### src/rtl/pfrc_pkg.sv
// Shared constants and types of the program flash read control block.
// Assumes a byte-wide register model placed in the low lane of 32-bit words.
package pfrc_pkg;

  // ****************************************
  // Register offsets (byte addresses)
  // ****************************************
  localparam logic [7:0] PFRC_OFF_CTRL = 8'h00;
  localparam logic [7:0] PFRC_OFF_ADDR_LO = 8'h04;
  localparam logic [7:0] PFRC_OFF_ADDR_HI = 8'h08;
  localparam logic [7:0] PFRC_OFF_DATA_LO = 8'h0C;
  localparam logic [7:0] PFRC_OFF_DATA_HI = 8'h10;

  // ****************************************
  // Widths and field positions
  // ****************************************
  localparam int unsigned PFRC_BUS_DW = 32;
  localparam int unsigned PFRC_WORD_W = 14;
  localparam int unsigned PFRC_NVM_AW = 12;
  localparam int unsigned PFRC_HI_DATA_W = 6;
  localparam int unsigned PFRC_HI_ADDR_W = 4;
  localparam int unsigned PFRC_CTRL_RD_BIT = 0;
  localparam int unsigned PFRC_CTRL_WR_BIT = 1;
  localparam int unsigned PFRC_CTRL_PROGRAM_ENABLE_GATE_BIT = 2;
  localparam int unsigned PFRC_CTRL_CALIB_SPACE_SELECT_BIT = 6;

  // ****************************************
  // Reset values and responses
  // ****************************************
  localparam logic [7:0] PFRC_BYTE_RST = 8'h00;
  localparam logic [1:0] PFRC_RESP_OKAY = 2'h0;
  localparam logic [1:0] PFRC_RESP_SLVERR = 2'h2;

  // Register selector returned by the address decoder
  typedef enum logic [2:0] {
    PFRC_SEL_NONE = 3'h0,
    PFRC_SEL_CTRL = 3'h1,
    PFRC_SEL_ADDR_LO = 3'h2,
    PFRC_SEL_ADDR_HI = 3'h3,
    PFRC_SEL_DATA_LO = 3'h4,
    PFRC_SEL_DATA_HI = 3'h5
  } pfrc_sel_t;

  // Read slot sequencer, one-hot
  typedef enum logic [3:0] {
    PFRC_IDLE = 4'h1,
    PFRC_ARMED = 4'h2,
    PFRC_SKIP = 4'h4,
    PFRC_STEAL = 4'h8
  } pfrc_rd_state_t;

endpackage

### src/rtl/pfrc_reg_if.sv
// Internal register access path between the bus slave and the register file.
// Assumes both ends run on the same clock; all strobes are one-cycle pulses.
`timescale 1ns/1ns
interface pfrc_reg_if;
  logic wr_en;
  logic [7:0] wr_addr;
  logic [7:0] wr_byte;
  logic wr_err;
  logic [7:0] rd_addr;
  logic [31:0] rd_data;
  logic rd_err;

  modport bus_side (output wr_en, output wr_addr, output wr_byte, output rd_addr,
    input wr_err, input rd_data, input rd_err);
  modport reg_side (input wr_en, input wr_addr, input wr_byte, input rd_addr,
    output wr_err, output rd_data, output rd_err);
endinterface

### src/rtl/pfrc_flash_read_ctrl.sv
// Program flash access control: address, data and control registers on
// AXI4-Lite, plus the sequencer that steals one instruction slot per read.
// Assumes instr_tick pulses on the last clock of each core instruction cycle
// and the flash array answers a read within the stolen slot.
//
// Operation
// - Data high byte keeps six word bits low; bits 7-6 read zero.
// - Address high byte keeps four address bits low; bits 7-4 read zero.
// - Control bit 7 reads one; control bits 5-3 read zero.
// - Calibration select one steers reads to test area, zero to user area.
// - Write enable one permits flash writes; zero blocks every write.
// - Write trigger starts a write; software sets only, hardware clears.
// - Write trigger reads zero whenever no write is running.
// - Read trigger starts a read; hardware clears it; zero writes ignored.
// - Second instruction after the trigger is dropped; its slot reads flash.
// - First instruction after the trigger runs normally.
// - Fetched word shows in both data bytes right after the stolen slot.
// - Data bytes hold until next read or a software write.
// - Writes attempted with calibration select set are suppressed.
// - Write enable is clear after reset.
// - Flash space is 4k words; low address byte gives bits 7-0.
//
// Implementation choices: register access over AXI4-Lite and the register offsets.
`timescale 1ns/1ns
module pfrc_flash_read_ctrl
  import pfrc_pkg::*;
#(
  parameter int unsigned AXI_AW = 8
) (
  input wire logic aclk,
  input wire logic aresetn,
  input wire logic [AXI_AW-1:0] s_axi_awaddr,
  input wire logic s_axi_awvalid,
  output logic s_axi_awready,
  input wire logic [31:0] s_axi_wdata,
  input wire logic [3:0] s_axi_wstrb,
  input wire logic s_axi_wvalid,
  output logic s_axi_wready,
  output logic [1:0] s_axi_bresp,
  output logic s_axi_bvalid,
  input wire logic s_axi_bready,
  input wire logic [AXI_AW-1:0] s_axi_araddr,
  input wire logic s_axi_arvalid,
  output logic s_axi_arready,
  output logic [31:0] s_axi_rdata,
  output logic [1:0] s_axi_rresp,
  output logic s_axi_rvalid,
  input wire logic s_axi_rready,
  input wire logic instr_tick,
  output logic fetch_stall_strobe,
  output logic [PFRC_NVM_AW-1:0] nvm_addr,
  output logic nvm_calib_select,
  output logic nvm_read_strobe,
  input wire logic [PFRC_WORD_W-1:0] nvm_read_data,
  output logic nvm_write_req,
  output logic [PFRC_WORD_W-1:0] nvm_write_data,
  input wire logic nvm_write_done
);

  // ****************************************
  // Parameter checks
  // ****************************************

  // Refuse a bus address too narrow for the register map
  if (AXI_AW < 8) begin : g_bad_axi_aw
    $error("bus address width must be at least 8");
  end

  // Flash address is the high bits over a full low byte
  if (PFRC_NVM_AW != PFRC_HI_ADDR_W + 8) begin : g_bad_nvm_aw
    $error("flash address width must be the high bits plus eight");
  end

  // Flash word is the high data bits over a full low byte
  if (PFRC_WORD_W != PFRC_HI_DATA_W + 8) begin : g_bad_word_w
    $error("flash word width must be the high data bits plus eight");
  end

  // ****************************************
  // Address decode
  // ****************************************

  // Map a byte address onto a register selector
  function automatic pfrc_sel_t pfrc_decode(input logic [7:0] addr);
    pfrc_sel_t sel;
    sel = PFRC_SEL_NONE;
    unique case (addr)
      PFRC_OFF_CTRL: sel = PFRC_SEL_CTRL;
      PFRC_OFF_ADDR_LO: sel = PFRC_SEL_ADDR_LO;
      PFRC_OFF_ADDR_HI: sel = PFRC_SEL_ADDR_HI;
      PFRC_OFF_DATA_LO: sel = PFRC_SEL_DATA_LO;
      PFRC_OFF_DATA_HI: sel = PFRC_SEL_DATA_HI;
      default: sel = PFRC_SEL_NONE;
    endcase
    return sel;
  endfunction

  // ****************************************
  // Trigger gates
  // ****************************************

  // Write start: trigger with enable set and calibration space off
  function automatic logic pfrc_write_gate(input logic [7:0] wbyte, input logic busy);
    logic go;
    go = wbyte[PFRC_CTRL_WR_BIT] && wbyte[PFRC_CTRL_PROGRAM_ENABLE_GATE_BIT];
    return go && !wbyte[PFRC_CTRL_CALIB_SPACE_SELECT_BIT] && !busy;
  endfunction

  // Read start: trigger while idle and no write starting with it
  function automatic logic pfrc_read_gate(input logic [7:0] wbyte, input logic busy,
    input logic write_start);
    return wbyte[PFRC_CTRL_RD_BIT] && !busy && !write_start;
  endfunction

  // ****************************************
  // State
  // ****************************************

  typedef struct packed {
    logic calib_space_select;
    logic program_enable_gate;
    logic wr;
    logic rd;
    logic [7:0] addr_lo;
    logic [PFRC_HI_ADDR_W-1:0] addr_hi;
    pfrc_rd_state_t rd_state;
    logic read_strobe;
    logic stall;
    logic write_req;
  } pfrc_state_t;

  localparam pfrc_state_t PFRC_STATE_RST = '{
    calib_space_select: 1'b0,
    program_enable_gate: 1'b0,
    wr: 1'b0,
    rd: 1'b0,
    addr_lo: PFRC_BYTE_RST,
    addr_hi: '0,
    rd_state: PFRC_IDLE,
    read_strobe: 1'b0,
    stall: 1'b0,
    write_req: 1'b0
  };

  pfrc_state_t q, d;

  pfrc_reg_if regs ();

  logic [PFRC_WORD_W-1:0] word;
  logic load_flash;
  logic sw_we_low;
  logic sw_we_high;
  pfrc_sel_t wr_sel;
  pfrc_sel_t rd_sel;
  logic [7:0] ctrl_view;

  // ****************************************
  // Bus slave and data word
  // ****************************************

  pfrc_axil_slave #(
    .AW(AXI_AW)
  ) u_slave (
    .aclk(aclk),
    .aresetn(aresetn),
    .s_axi_awaddr(s_axi_awaddr),
    .s_axi_awvalid(s_axi_awvalid),
    .s_axi_awready(s_axi_awready),
    .s_axi_wdata(s_axi_wdata),
    .s_axi_wstrb(s_axi_wstrb),
    .s_axi_wvalid(s_axi_wvalid),
    .s_axi_wready(s_axi_wready),
    .s_axi_bresp(s_axi_bresp),
    .s_axi_bvalid(s_axi_bvalid),
    .s_axi_bready(s_axi_bready),
    .s_axi_araddr(s_axi_araddr),
    .s_axi_arvalid(s_axi_arvalid),
    .s_axi_arready(s_axi_arready),
    .s_axi_rdata(s_axi_rdata),
    .s_axi_rresp(s_axi_rresp),
    .s_axi_rvalid(s_axi_rvalid),
    .s_axi_rready(s_axi_rready),
    .regs(regs.bus_side)
  );

  pfrc_word_hold u_word (
    .aclk(aclk),
    .aresetn(aresetn),
    .load_flash(load_flash),
    .flash_word(nvm_read_data),
    .sw_we_low(sw_we_low),
    .sw_we_high(sw_we_high),
    .sw_byte(regs.wr_byte),
    .word(word)
  );

  // Decoded selectors for both directions
  assign wr_sel = pfrc_decode(regs.wr_addr);
  assign rd_sel = pfrc_decode(regs.rd_addr);
  assign regs.wr_err = (wr_sel == PFRC_SEL_NONE);
  assign regs.rd_err = (rd_sel == PFRC_SEL_NONE);

  // Software writes into the data bytes
  assign sw_we_low = regs.wr_en && (wr_sel == PFRC_SEL_DATA_LO);
  assign sw_we_high = regs.wr_en && (wr_sel == PFRC_SEL_DATA_HI);

  // Word captured at the close of the stolen slot
  assign load_flash = (q.rd_state == PFRC_STEAL) && instr_tick;

  // ****************************************
  // Read view of the registers
  // ****************************************

  // Control byte with fixed one on top and fixed zeros in the middle
  always_comb begin
    ctrl_view = 8'h80;
    ctrl_view[PFRC_CTRL_CALIB_SPACE_SELECT_BIT] = q.calib_space_select;
    ctrl_view[PFRC_CTRL_PROGRAM_ENABLE_GATE_BIT] = q.program_enable_gate;
    ctrl_view[PFRC_CTRL_WR_BIT] = q.wr;
    ctrl_view[PFRC_CTRL_RD_BIT] = q.rd;
  end

  // Read data mux, upper bits zero
  always_comb begin
    regs.rd_data = '0;
    unique case (rd_sel)
      PFRC_SEL_CTRL: regs.rd_data[7:0] = ctrl_view;
      PFRC_SEL_ADDR_LO: regs.rd_data[7:0] = q.addr_lo;
      PFRC_SEL_ADDR_HI: regs.rd_data[PFRC_HI_ADDR_W-1:0] = q.addr_hi;
      PFRC_SEL_DATA_LO: regs.rd_data[7:0] = word[7:0];
      PFRC_SEL_DATA_HI: regs.rd_data[PFRC_HI_DATA_W-1:0] = word[PFRC_WORD_W-1:8];
      PFRC_SEL_NONE: regs.rd_data = '0;
      default: regs.rd_data = '0;
    endcase
  end

  // ****************************************
  // Register writes and sequencing
  // ****************************************

  // Next state of control, address and the read slot sequencer
  always_comb begin
    logic start_rd;
    logic start_wr;
    logic ctrl_we;
    d = q;
    ctrl_we = regs.wr_en && (wr_sel == PFRC_SEL_CTRL);
    start_rd = 1'b0;
    start_wr = 1'b0;

    // Address bytes; only implemented bits are stored
    if (regs.wr_en && (wr_sel == PFRC_SEL_ADDR_LO)) begin
      d.addr_lo = regs.wr_byte;
    end
    if (regs.wr_en && (wr_sel == PFRC_SEL_ADDR_HI)) begin
      d.addr_hi = regs.wr_byte[PFRC_HI_ADDR_W-1:0];
    end

    // Control byte; bits 7 and 5-3 are dropped
    if (ctrl_we) begin
      d.calib_space_select = regs.wr_byte[PFRC_CTRL_CALIB_SPACE_SELECT_BIT];
      d.program_enable_gate = regs.wr_byte[PFRC_CTRL_PROGRAM_ENABLE_GATE_BIT];
      // Write only with enable set and calibration space off
      start_wr = pfrc_write_gate(regs.wr_byte, q.wr || q.rd);
      // Zero written to the trigger has no effect; a starting write wins
      start_rd = pfrc_read_gate(regs.wr_byte, q.wr || q.rd, start_wr);
    end

    // Write cycle held until the array reports completion
    if (q.wr && nvm_write_done) begin
      d.wr = 1'b0;
      d.write_req = 1'b0;
    end
    if (start_wr) begin
      d.wr = 1'b1;
      d.write_req = 1'b1;
    end

    // Read slot sequencer
    unique case (q.rd_state)
      PFRC_IDLE: begin
        if (start_rd) begin
          d.rd = 1'b1;
          // A tick in the setting cycle ends the setting instruction
          d.rd_state = instr_tick ? PFRC_SKIP : PFRC_ARMED;
        end
      end
      PFRC_ARMED: begin
        if (instr_tick) begin
          d.rd_state = PFRC_SKIP;
        end
      end
      PFRC_SKIP: begin
        // Following instruction runs, then its slot ends
        if (instr_tick) begin
          d.rd_state = PFRC_STEAL;
          d.stall = 1'b1;
          d.read_strobe = 1'b1;
        end
      end
      PFRC_STEAL: begin
        // Array word taken at the close of the stolen slot
        if (instr_tick) begin
          d.rd_state = PFRC_IDLE;
          d.stall = 1'b0;
          d.read_strobe = 1'b0;
          d.rd = 1'b0;
        end
      end
      default: begin
        // Illegal code: release the slot and return to idle
        d.rd_state = PFRC_IDLE;
        d.stall = 1'b0;
        d.read_strobe = 1'b0;
        d.rd = 1'b0;
      end
    endcase
  end

  // State register
  always_ff @(posedge aclk) begin
    if (!aresetn) begin
      q <= PFRC_STATE_RST;
    end else begin
      q <= d;
    end
  end

  // ****************************************
  // Flash side outputs
  // ****************************************

  // Address held from software; reads rely on both bytes loaded first
  assign nvm_addr = {q.addr_hi, q.addr_lo};
  assign nvm_calib_select = q.calib_space_select;

  // Read slot strobes, both high through the stolen slot
  assign nvm_read_strobe = q.read_strobe;
  assign fetch_stall_strobe = q.stall;

  // Write request and the word it programs
  assign nvm_write_req = q.write_req;
  assign nvm_write_data = word;

endmodule

### src/rtl/pfrc_axil_slave.sv
// AXI4-Lite slave that turns bus transfers into byte register accesses.
// Assumes one outstanding write and one outstanding read; low lane only.
`timescale 1ns/1ns
module pfrc_axil_slave
  import pfrc_pkg::*;
#(
  parameter int unsigned AW = 8
) (
  input wire logic aclk,
  input wire logic aresetn,
  input wire logic [AW-1:0] s_axi_awaddr,
  input wire logic s_axi_awvalid,
  output logic s_axi_awready,
  input wire logic [31:0] s_axi_wdata,
  input wire logic [3:0] s_axi_wstrb,
  input wire logic s_axi_wvalid,
  output logic s_axi_wready,
  output logic [1:0] s_axi_bresp,
  output logic s_axi_bvalid,
  input wire logic s_axi_bready,
  input wire logic [AW-1:0] s_axi_araddr,
  input wire logic s_axi_arvalid,
  output logic s_axi_arready,
  output logic [31:0] s_axi_rdata,
  output logic [1:0] s_axi_rresp,
  output logic s_axi_rvalid,
  input wire logic s_axi_rready,
  pfrc_reg_if.bus_side regs
);

  typedef struct packed {
    logic aw_held;
    logic w_held;
    logic lane0;
    logic [7:0] addr;
    logic [7:0] wbyte;
    logic awready;
    logic wready;
    logic bvalid;
    logic [1:0] bresp;
    logic arready;
    logic rvalid;
    logic [1:0] rresp;
    logic [31:0] rdata;
  } pfrc_axs_t;

  pfrc_axs_t q, d;

  if (AW < 8) begin : g_bad_aw
    $error("address width must be at least 8");
  end

  // Register access strobes
  assign regs.wr_en = q.aw_held & q.w_held & ~q.bvalid & q.lane0;
  assign regs.wr_addr = q.addr;
  assign regs.wr_byte = q.wbyte;
  assign regs.rd_addr = s_axi_araddr[7:0];

  // Next state of both channels
  always_comb begin
    d = q;
    if (s_axi_awvalid && q.awready) begin
      d.aw_held = 1'b1;
      d.addr = s_axi_awaddr[7:0];
    end
    if (s_axi_wvalid && q.wready) begin
      d.w_held = 1'b1;
      d.wbyte = s_axi_wdata[7:0];
      d.lane0 = s_axi_wstrb[0];
    end
    if (q.bvalid && s_axi_bready) begin
      d.bvalid = 1'b0;
    end
    if (q.aw_held && q.w_held && !q.bvalid) begin
      d.aw_held = 1'b0;
      d.w_held = 1'b0;
      d.bvalid = 1'b1;
      d.bresp = regs.wr_err ? PFRC_RESP_SLVERR : PFRC_RESP_OKAY;
    end
    if (q.rvalid && s_axi_rready) begin
      d.rvalid = 1'b0;
    end
    if (s_axi_arvalid && q.arready) begin
      d.rvalid = 1'b1;
      d.rdata = regs.rd_data;
      d.rresp = regs.rd_err ? PFRC_RESP_SLVERR : PFRC_RESP_OKAY;
    end
    d.awready = ~d.aw_held & ~d.bvalid;
    d.wready = ~d.w_held & ~d.bvalid;
    d.arready = ~d.rvalid;
  end

  // State register
  always_ff @(posedge aclk) begin
    if (!aresetn) begin
      q <= '0;
    end else begin
      q <= d;
    end
  end

  assign s_axi_awready = q.awready;
  assign s_axi_wready = q.wready;
  assign s_axi_bvalid = q.bvalid;
  assign s_axi_bresp = q.bresp;
  assign s_axi_arready = q.arready;
  assign s_axi_rvalid = q.rvalid;
  assign s_axi_rresp = q.rresp;
  assign s_axi_rdata = q.rdata;

endmodule

### src/rtl/pfrc_word_hold.sv
// Holds the 14-bit flash data word, loaded from the array or by software.
// Assumes load strobes are one-cycle pulses on the common clock.
`timescale 1ns/1ns
module pfrc_word_hold
  import pfrc_pkg::*;
(
  input wire logic aclk,
  input wire logic aresetn,
  input wire logic load_flash,
  input wire logic [PFRC_WORD_W-1:0] flash_word,
  input wire logic sw_we_low,
  input wire logic sw_we_high,
  input wire logic [7:0] sw_byte,
  output logic [PFRC_WORD_W-1:0] word
);

  typedef struct packed {
    logic [PFRC_WORD_W-1:0] word;
  } pfrc_hold_t;

  pfrc_hold_t q, d;

  // Flash load wins over a software byte write
  always_comb begin
    d = q;
    if (load_flash) begin
      d.word = flash_word;
    end else if (sw_we_low) begin
      d.word[7:0] = sw_byte;
    end else if (sw_we_high) begin
      d.word[PFRC_WORD_W-1:8] = sw_byte[PFRC_HI_DATA_W-1:0];
    end
  end

  // Word register
  always_ff @(posedge aclk) begin
    if (!aresetn) begin
      q <= '0;
    end else begin
      q <= d;
    end
  end

  assign word = q.word;

endmodule

### config.mk
export PLATFORM = sky130hd
export DESIGN_NAME = pfrc_flash_read_ctrl
export DESIGN_NICKNAME = d
export VERILOG_FILES = /design/src/rtl/pfrc_pkg.sv /design/src/rtl/pfrc_reg_if.sv /design/src/rtl/pfrc_flash_read_ctrl.sv /design/src/rtl/pfrc_axil_slave.sv /design/src/rtl/pfrc_word_hold.sv
export SDC_FILE = /design/constraint.sdc
export NUM_CORES = 1
export LEC_CHECK = 0
export CAP_MARGIN = 20
export CORE_MARGIN = 3
export CORE_UTILIZATION = 50
export DETAILED_ROUTE_END_ITERATION = 8
export DONT_BUFFER_PORTS = 1
export GPL_ROUTABILITY_DRIVEN = 0
export MAX_ROUTING_LAYER = met4
export PLACE_DENSITY = 0.71
export SLEW_MARGIN = 25
export SYNTH_ARGS = -nofsm -noshare
export SYNTH_HDL_FRONTEND = slang
export SYNTH_SLANG_ARGS = --single-unit
### constraint.sdc
create_clock -name aclk -period 4.7 [get_ports aclk]
set_input_delay 0.94 -clock aclk [delete_from_list [all_inputs] [get_ports aclk]]
set_output_delay 0.94 -clock aclk [all_outputs]
set_load 0.01 [all_outputs]
# == Yosys cells after proc, flatten, opt, wreduce, memory -nomap -nowiden ==
# Index checks and enable logic that the tools add are counted.
# totals
regBits,72
latch_bits,0
mem_bits_rw,0
mem_bits_ro,0
in_bits,75
wordCells,132
mem_count,0
# classes
n_addsub,0
n_mul,0
div,0
order_cmp,0
eq_ne,27
shift,0
muxes,32
bitwise,12
reduce_logical,37
# ops
operator,count
35-bit two-way mux,1
"8-bit by 4-bit == test with 1-bit output, second input constant",4
3-bit one-hot mux with 5 select lines,2
6-bit two-way mux,4
4-bit one-hot mux with 5 select lines,1
1-bit logical AND,19
2-bit one-hot mux with 3 select lines,3
"8-bit by 3-bit == test with 1-bit output, second input constant",2
"8-bit by 5-bit == test with 1-bit output, second input constant",2
8-bit zero test,2
4-bit one-hot mux with 4 select lines,1
14-bit two-way mux,1
"3-bit by 2-bit == test with 1-bit output, second input constant",4
"3-bit == test, second input constant",4
"2-bit inequality test, second input constant",5
1-bit two-way mux,9
2-bit two-way mux,4
4-bit two-way mux,2
8-bit two-way mux,1
1-bit NOT,7
"3-bit by 1-bit == test with 1-bit output, second input constant",2
3-bit zero test,2
3-bit two-way mux,2
3-bit AND reduction,2
12 further kinds,22

# == Longest topological paths before layout ==
# logic_depth
ltp_word,8
mapped_depth,7
depth_no_buf,4

# == Cells and area by module ==
# A second synthesis with hierarchy kept.
# unflattened
cells_unflattened,541
hier_area_um2,4797.1
# modules_own_cells
module,instances,cells_each,area_per_inst_um2,seq_area_each_um2
pfrc_axil_slave,1,309,2743.9,1161.1
pfrc_flash_read_ctrl,1,169,1440.1,420.4
pfrc_word_hold,1,63,613.1,280.3

# == Least setup slack after synthesis ==
# No wires, ideal clock.
# synth_path
kind,input-to-reg
from,in s_axi_araddr[2]
to,reg u_slave.q (netlist bit u_slave.s_axi_rdata[4])
setup_time_ns,0.074
t_arrival_ns,2.181
path_slack_ns,2.444
stages,5
n_path_buf,1
cell_sequence,clkbuf_1 > nor3b_1 > a21oi_1 > or3_1 > o21ai_0
# synth_between
elab_chain_len,4
elab_cells_between_ends,10
# synth_lines
item,line_no,source
"start, declared",pfrc_flash_read_ctrl.sv:42,"input wire logic [AXI_AW-1:0] s_axi_araddr,"
8-bit by 5-bit == test with 1-bit output (tied with other cells),pfrc_flash_read_ctrl.sv:87,unique case (addr)
3-bit one-hot mux with 5 select lines (*),pfrc_flash_read_ctrl.sv:87,
3-bit == test / 3-bit by 2-bit == test with 1-bit output (equally long branches),pfrc_flash_read_ctrl.sv:226,unique case (rd_sel)
2-bit one-hot mux with 3 select lines (*),pfrc_flash_read_ctrl.sv:226,
"end signal, assigned",pfrc_axil_slave.sv:96,q <= '0;
"end signal, assigned",pfrc_axil_slave.sv:98,q <= d;
"end, declared",pfrc_axil_slave.sv:47,"pfrc_axs_t q, d;"
# Every way passes the cells marked *; elsewhere a longest branch is shown, timed or not.
# A chain may end at the register's enable or synchronous reset.

# == Final worst setup path ==
# layout_path
from,reg u_slave.q (netlist bit u_slave.regs.wr_addr[0])
to,reg u_word.q (netlist bit u_word.word[0])
# layout_between
elab_chain_len,5
elab_cells_between_ends,9
# layout_lines
item,line_no,source
8-bit by 5-bit == test with 1-bit output (tied with other cells),pfrc_flash_read_ctrl.sv:87,
3-bit one-hot mux with 5 select lines (*),pfrc_flash_read_ctrl.sv:87,
3-bit == test (*),pfrc_flash_read_ctrl.sv:204,assign sw_we_low = regs.wr_en && (wr_sel == PFRC_SEL_DATA_LO);
1-bit logical AND (*),pfrc_flash_read_ctrl.sv:204,
2-bit nonzero test (no line) (*),-,
"end signal, assigned",pfrc_word_hold.sv:38,q <= '0;
"end signal, assigned",pfrc_word_hold.sv:40,q <= d;
"end, declared",pfrc_word_hold.sv:21,"pfrc_hold_t q, d;"
# Marked as above.

==> run metrics <==
DRT iter0 DRCs 84; Die Height about 90 microns; Req. time, crit path 4.92 ns; critical path class reg2reg; Post-Syn Instances 398; max-cap violations 0; Yosys top cell by area dfxtp_1; Inst Count DP 450; cell row count 30; Worst EP arrival 2.40 ns; final hold violation count 0; worst path cell trace or4_4 -> nor4_4 -> mux2i_1 -> o21ai_2; Clock Sinks 69; dominant synthesized flop cell dfxtp_1; postcts setup bufs 0; Die Footprint 8195 sq um; Leak 1.155 nW; Top delay family on crit path simple AND/OR/NAND/NOR gates; n_diodes 0; CTS tree done; initial antenna violation count 0; largest net degree at the start of global routing 59; CTS max path bufs 2; largest family of logic cells by synthesized area simple AND/OR/NAND/NOR gates; I/O pins 146; # hold bufs at CTS 0; first drt pass iteration count 4; Synth top area share 0.3867; worst hold slack 0.4717 ns; Inserted Clock Buffers 9; asr flop ratio synth 0; Crit path buffers/inverters 0; Final setup viols 0; Post-Syn Area per Cell ~9 sq um; RSZ-0062 raised after global routing false; max-slew violation count 0; fillers 657; CTS resizes 0; CTS H-tree depth 3; Post-Synth XOR/XNOR Area 0; number of global-route vias before repair 2402; setup TNS 0 ns; Root Driver clkbuf_8; gr usage total 0.1923; share of layout cells above drive strength 1 0.08108; CTS clk-pin slew, worst paths 0.07 ns; final wirelength 7482 microns; Synth cell types 45; top cells by area, synth dfxtp_1 (39%), buf_4 (10%), mux2i_1 (8.4%); pre-CTS WS 2.285 ns; Yosys reg bits 69; Worst Hold Class reg2reg; Core Footprint 6869 sq um; Worst setup SP type register; DRT antenna net count 0; non-filler cells, final 466; Die Width 90.53 microns; YS warnings 0; multiplexer share of the synthesized area 0.1093; area grow syn2layout -0.1401%; Power Density 346.3 nW/um^2; grt ovf 0; CP max stage delay around 0.74 ns; CP endpoint kind register; vias ~2500; post-route cell area 3567 sq um; drt drc 0; Clock Skews around 0.0071 ns; final net count 440; DP Area 3334 sq um; Detailed Place HPWL 5506 microns; Worst VDD drop between 0.1 and 0.15 mV; Avg Vias per Cell 5.416; fin crit share 0.4632; slowest CP cell nor4_4; simple-gate share of the synthesized area 0.2511; Tightest Pin Transition 0.8279 ns; first-pass GRT wire length approximately 12000 microns; post-synthesis sequential area ratio 0.3867; Slew headroom 0.4439; Final WS setup approximately 2.5 ns; crit-path max FO 8; Tmin final approximately 2.2 ns; port bufs 0; Initial Utilization 0.5200; worst skew pair latency 0.35 ns; average wire per standard cell roughly 16 microns; number of enable flip-flop cells after synthesis 0; outcome finished, final reports clean; Synth Area in Compound Gates 0.1212; Achievable Freq 459.3 MHz; mapped cell area 3572 sq um; adder-cell area share of the yosys netlist 0
[through the flow]
step,utilization,total power [mW]
after floorplan,-,0.7108
after global placement,0.4854,0.6895
after detailed placement,0.4854,0.6912
after CTS,0.5193,1.245
after global routing,0.5193,1.286
final,0.5193,1.235
[cell usage after synthesis, types with 5 or more instances]
cell type / instances
nor2b_1: 21
o21ai_0: 19
clkbuf_1: 18
nand2_1: 56
nand2b_1: 7
a21boi_0: 21
nor4_4: 5
buf_4: 49
o21ai_1: 7
dfxtp_1: 69
mux2i_1: 30
a21oi_1: 6
nor3b_1: 5
nor2_1: 10
nand3_1: 14
[power breakdown]
part           switching, mW  total (mW)  internal [mW]
registers             0.0193       0.618          0.598
clock network          0.229       0.557          0.329
logic                 0.0365      0.0602         0.0237
[routing by layer]
layer	wire (microns)	global-route usage	part of all wire
met5	0	-	0
met4	95	0.06888	0.013
met3	727	0.08417	0.097
met2	3258	0.2823	0.44
met1	3401	0.2347	0.45
[cell usage in the layout, fill, tap and decap left out, types with 4 or more instances in the layout]
master | netlist | layout
clkbuf_8 | 0 | 11
nor2b_1 | 21 | 21
nor3b_1 | 5 | 5
nor4_4 | 5 | 5
o21ai_0 | 19 | 19
nor2_1 | 10 | 10
and2_1 | 4 | 4
conb_1 | 1 | 26
nand4b_1 | 4 | 4
a21oi_1 | 6 | 6
mux2i_1 | 30 | 30
nor3_1 | 4 | 4
nand2_1 | 56 | 56
a31oi_1 | 4 | 4
nand3_1 | 14 | 14
dfxtp_1 | 69 | 69
nand3b_1 | 4 | 4
nand2b_1 | 7 | 7
o21ai_1 | 7 | 7
inv_1 | 4 | 4
a21boi_0 | 21 | 21
[cells by family after synthesis]
family / after synthesis
other: 1
AOI/OAI and AO/OA: 68
muxes: 35
buffers and inverters: 73
DFF: 69
and+or+nand+nor: 152
[registers in the layout, summed over array words and instances (netlist names), 2 cells and up]
name	flops
u_word.word	14
u_slave.regs.wr_byte	8
u_slave.s_axi_rdata	8
q	4
nvm_addr	12
u_slave.q	3
u_slave.regs.wr_addr	8
ctrl_view	2
[area by class of cell]
type,instances,area [sq um],share of cell area
tap,96,120.1,0.03367
sequential,69,1381,0.3872
clock inverter,5,81.33,0.02280
multi-input combinational,281,1818,0.5096
inverter,4,15.01,0.004209
clock buffer,11,151.4,0.04244
[tightest hold or removal path: stages, from the launching register on]
cell      delay [ns]
dfxtp_1         0.31
nand2_1         0.05
a21boi_0        0.07
[path summary, 6_finish.rpt]
path | start | end | slack [ns] | cells past startpoint
setup / recovery | u_slave.regs.wr_addr[0]$_SDFFE_PN0P_ | u_word.word[0]$_SDFFE_PN0P_ | 2.52 | 4
hold / removal | u_slave.regs.wr_addr[5]$_SDFFE_PN0P_ | u_slave.regs.wr_addr[5]$_SDFFE_PN0P_ | 0.47 | 2
setup reg to reg | u_slave.regs.wr_addr[0]$_SDFFE_PN0P_ | u_word.word[0]$_SDFFE_PN0P_ | 2.52 | 4
hold reg to reg | u_slave.regs.wr_addr[5]$_SDFFE_PN0P_ | u_slave.regs.wr_addr[5]$_SDFFE_PN0P_ | 0.47 | 2
(Power assumes the default switching activity.)
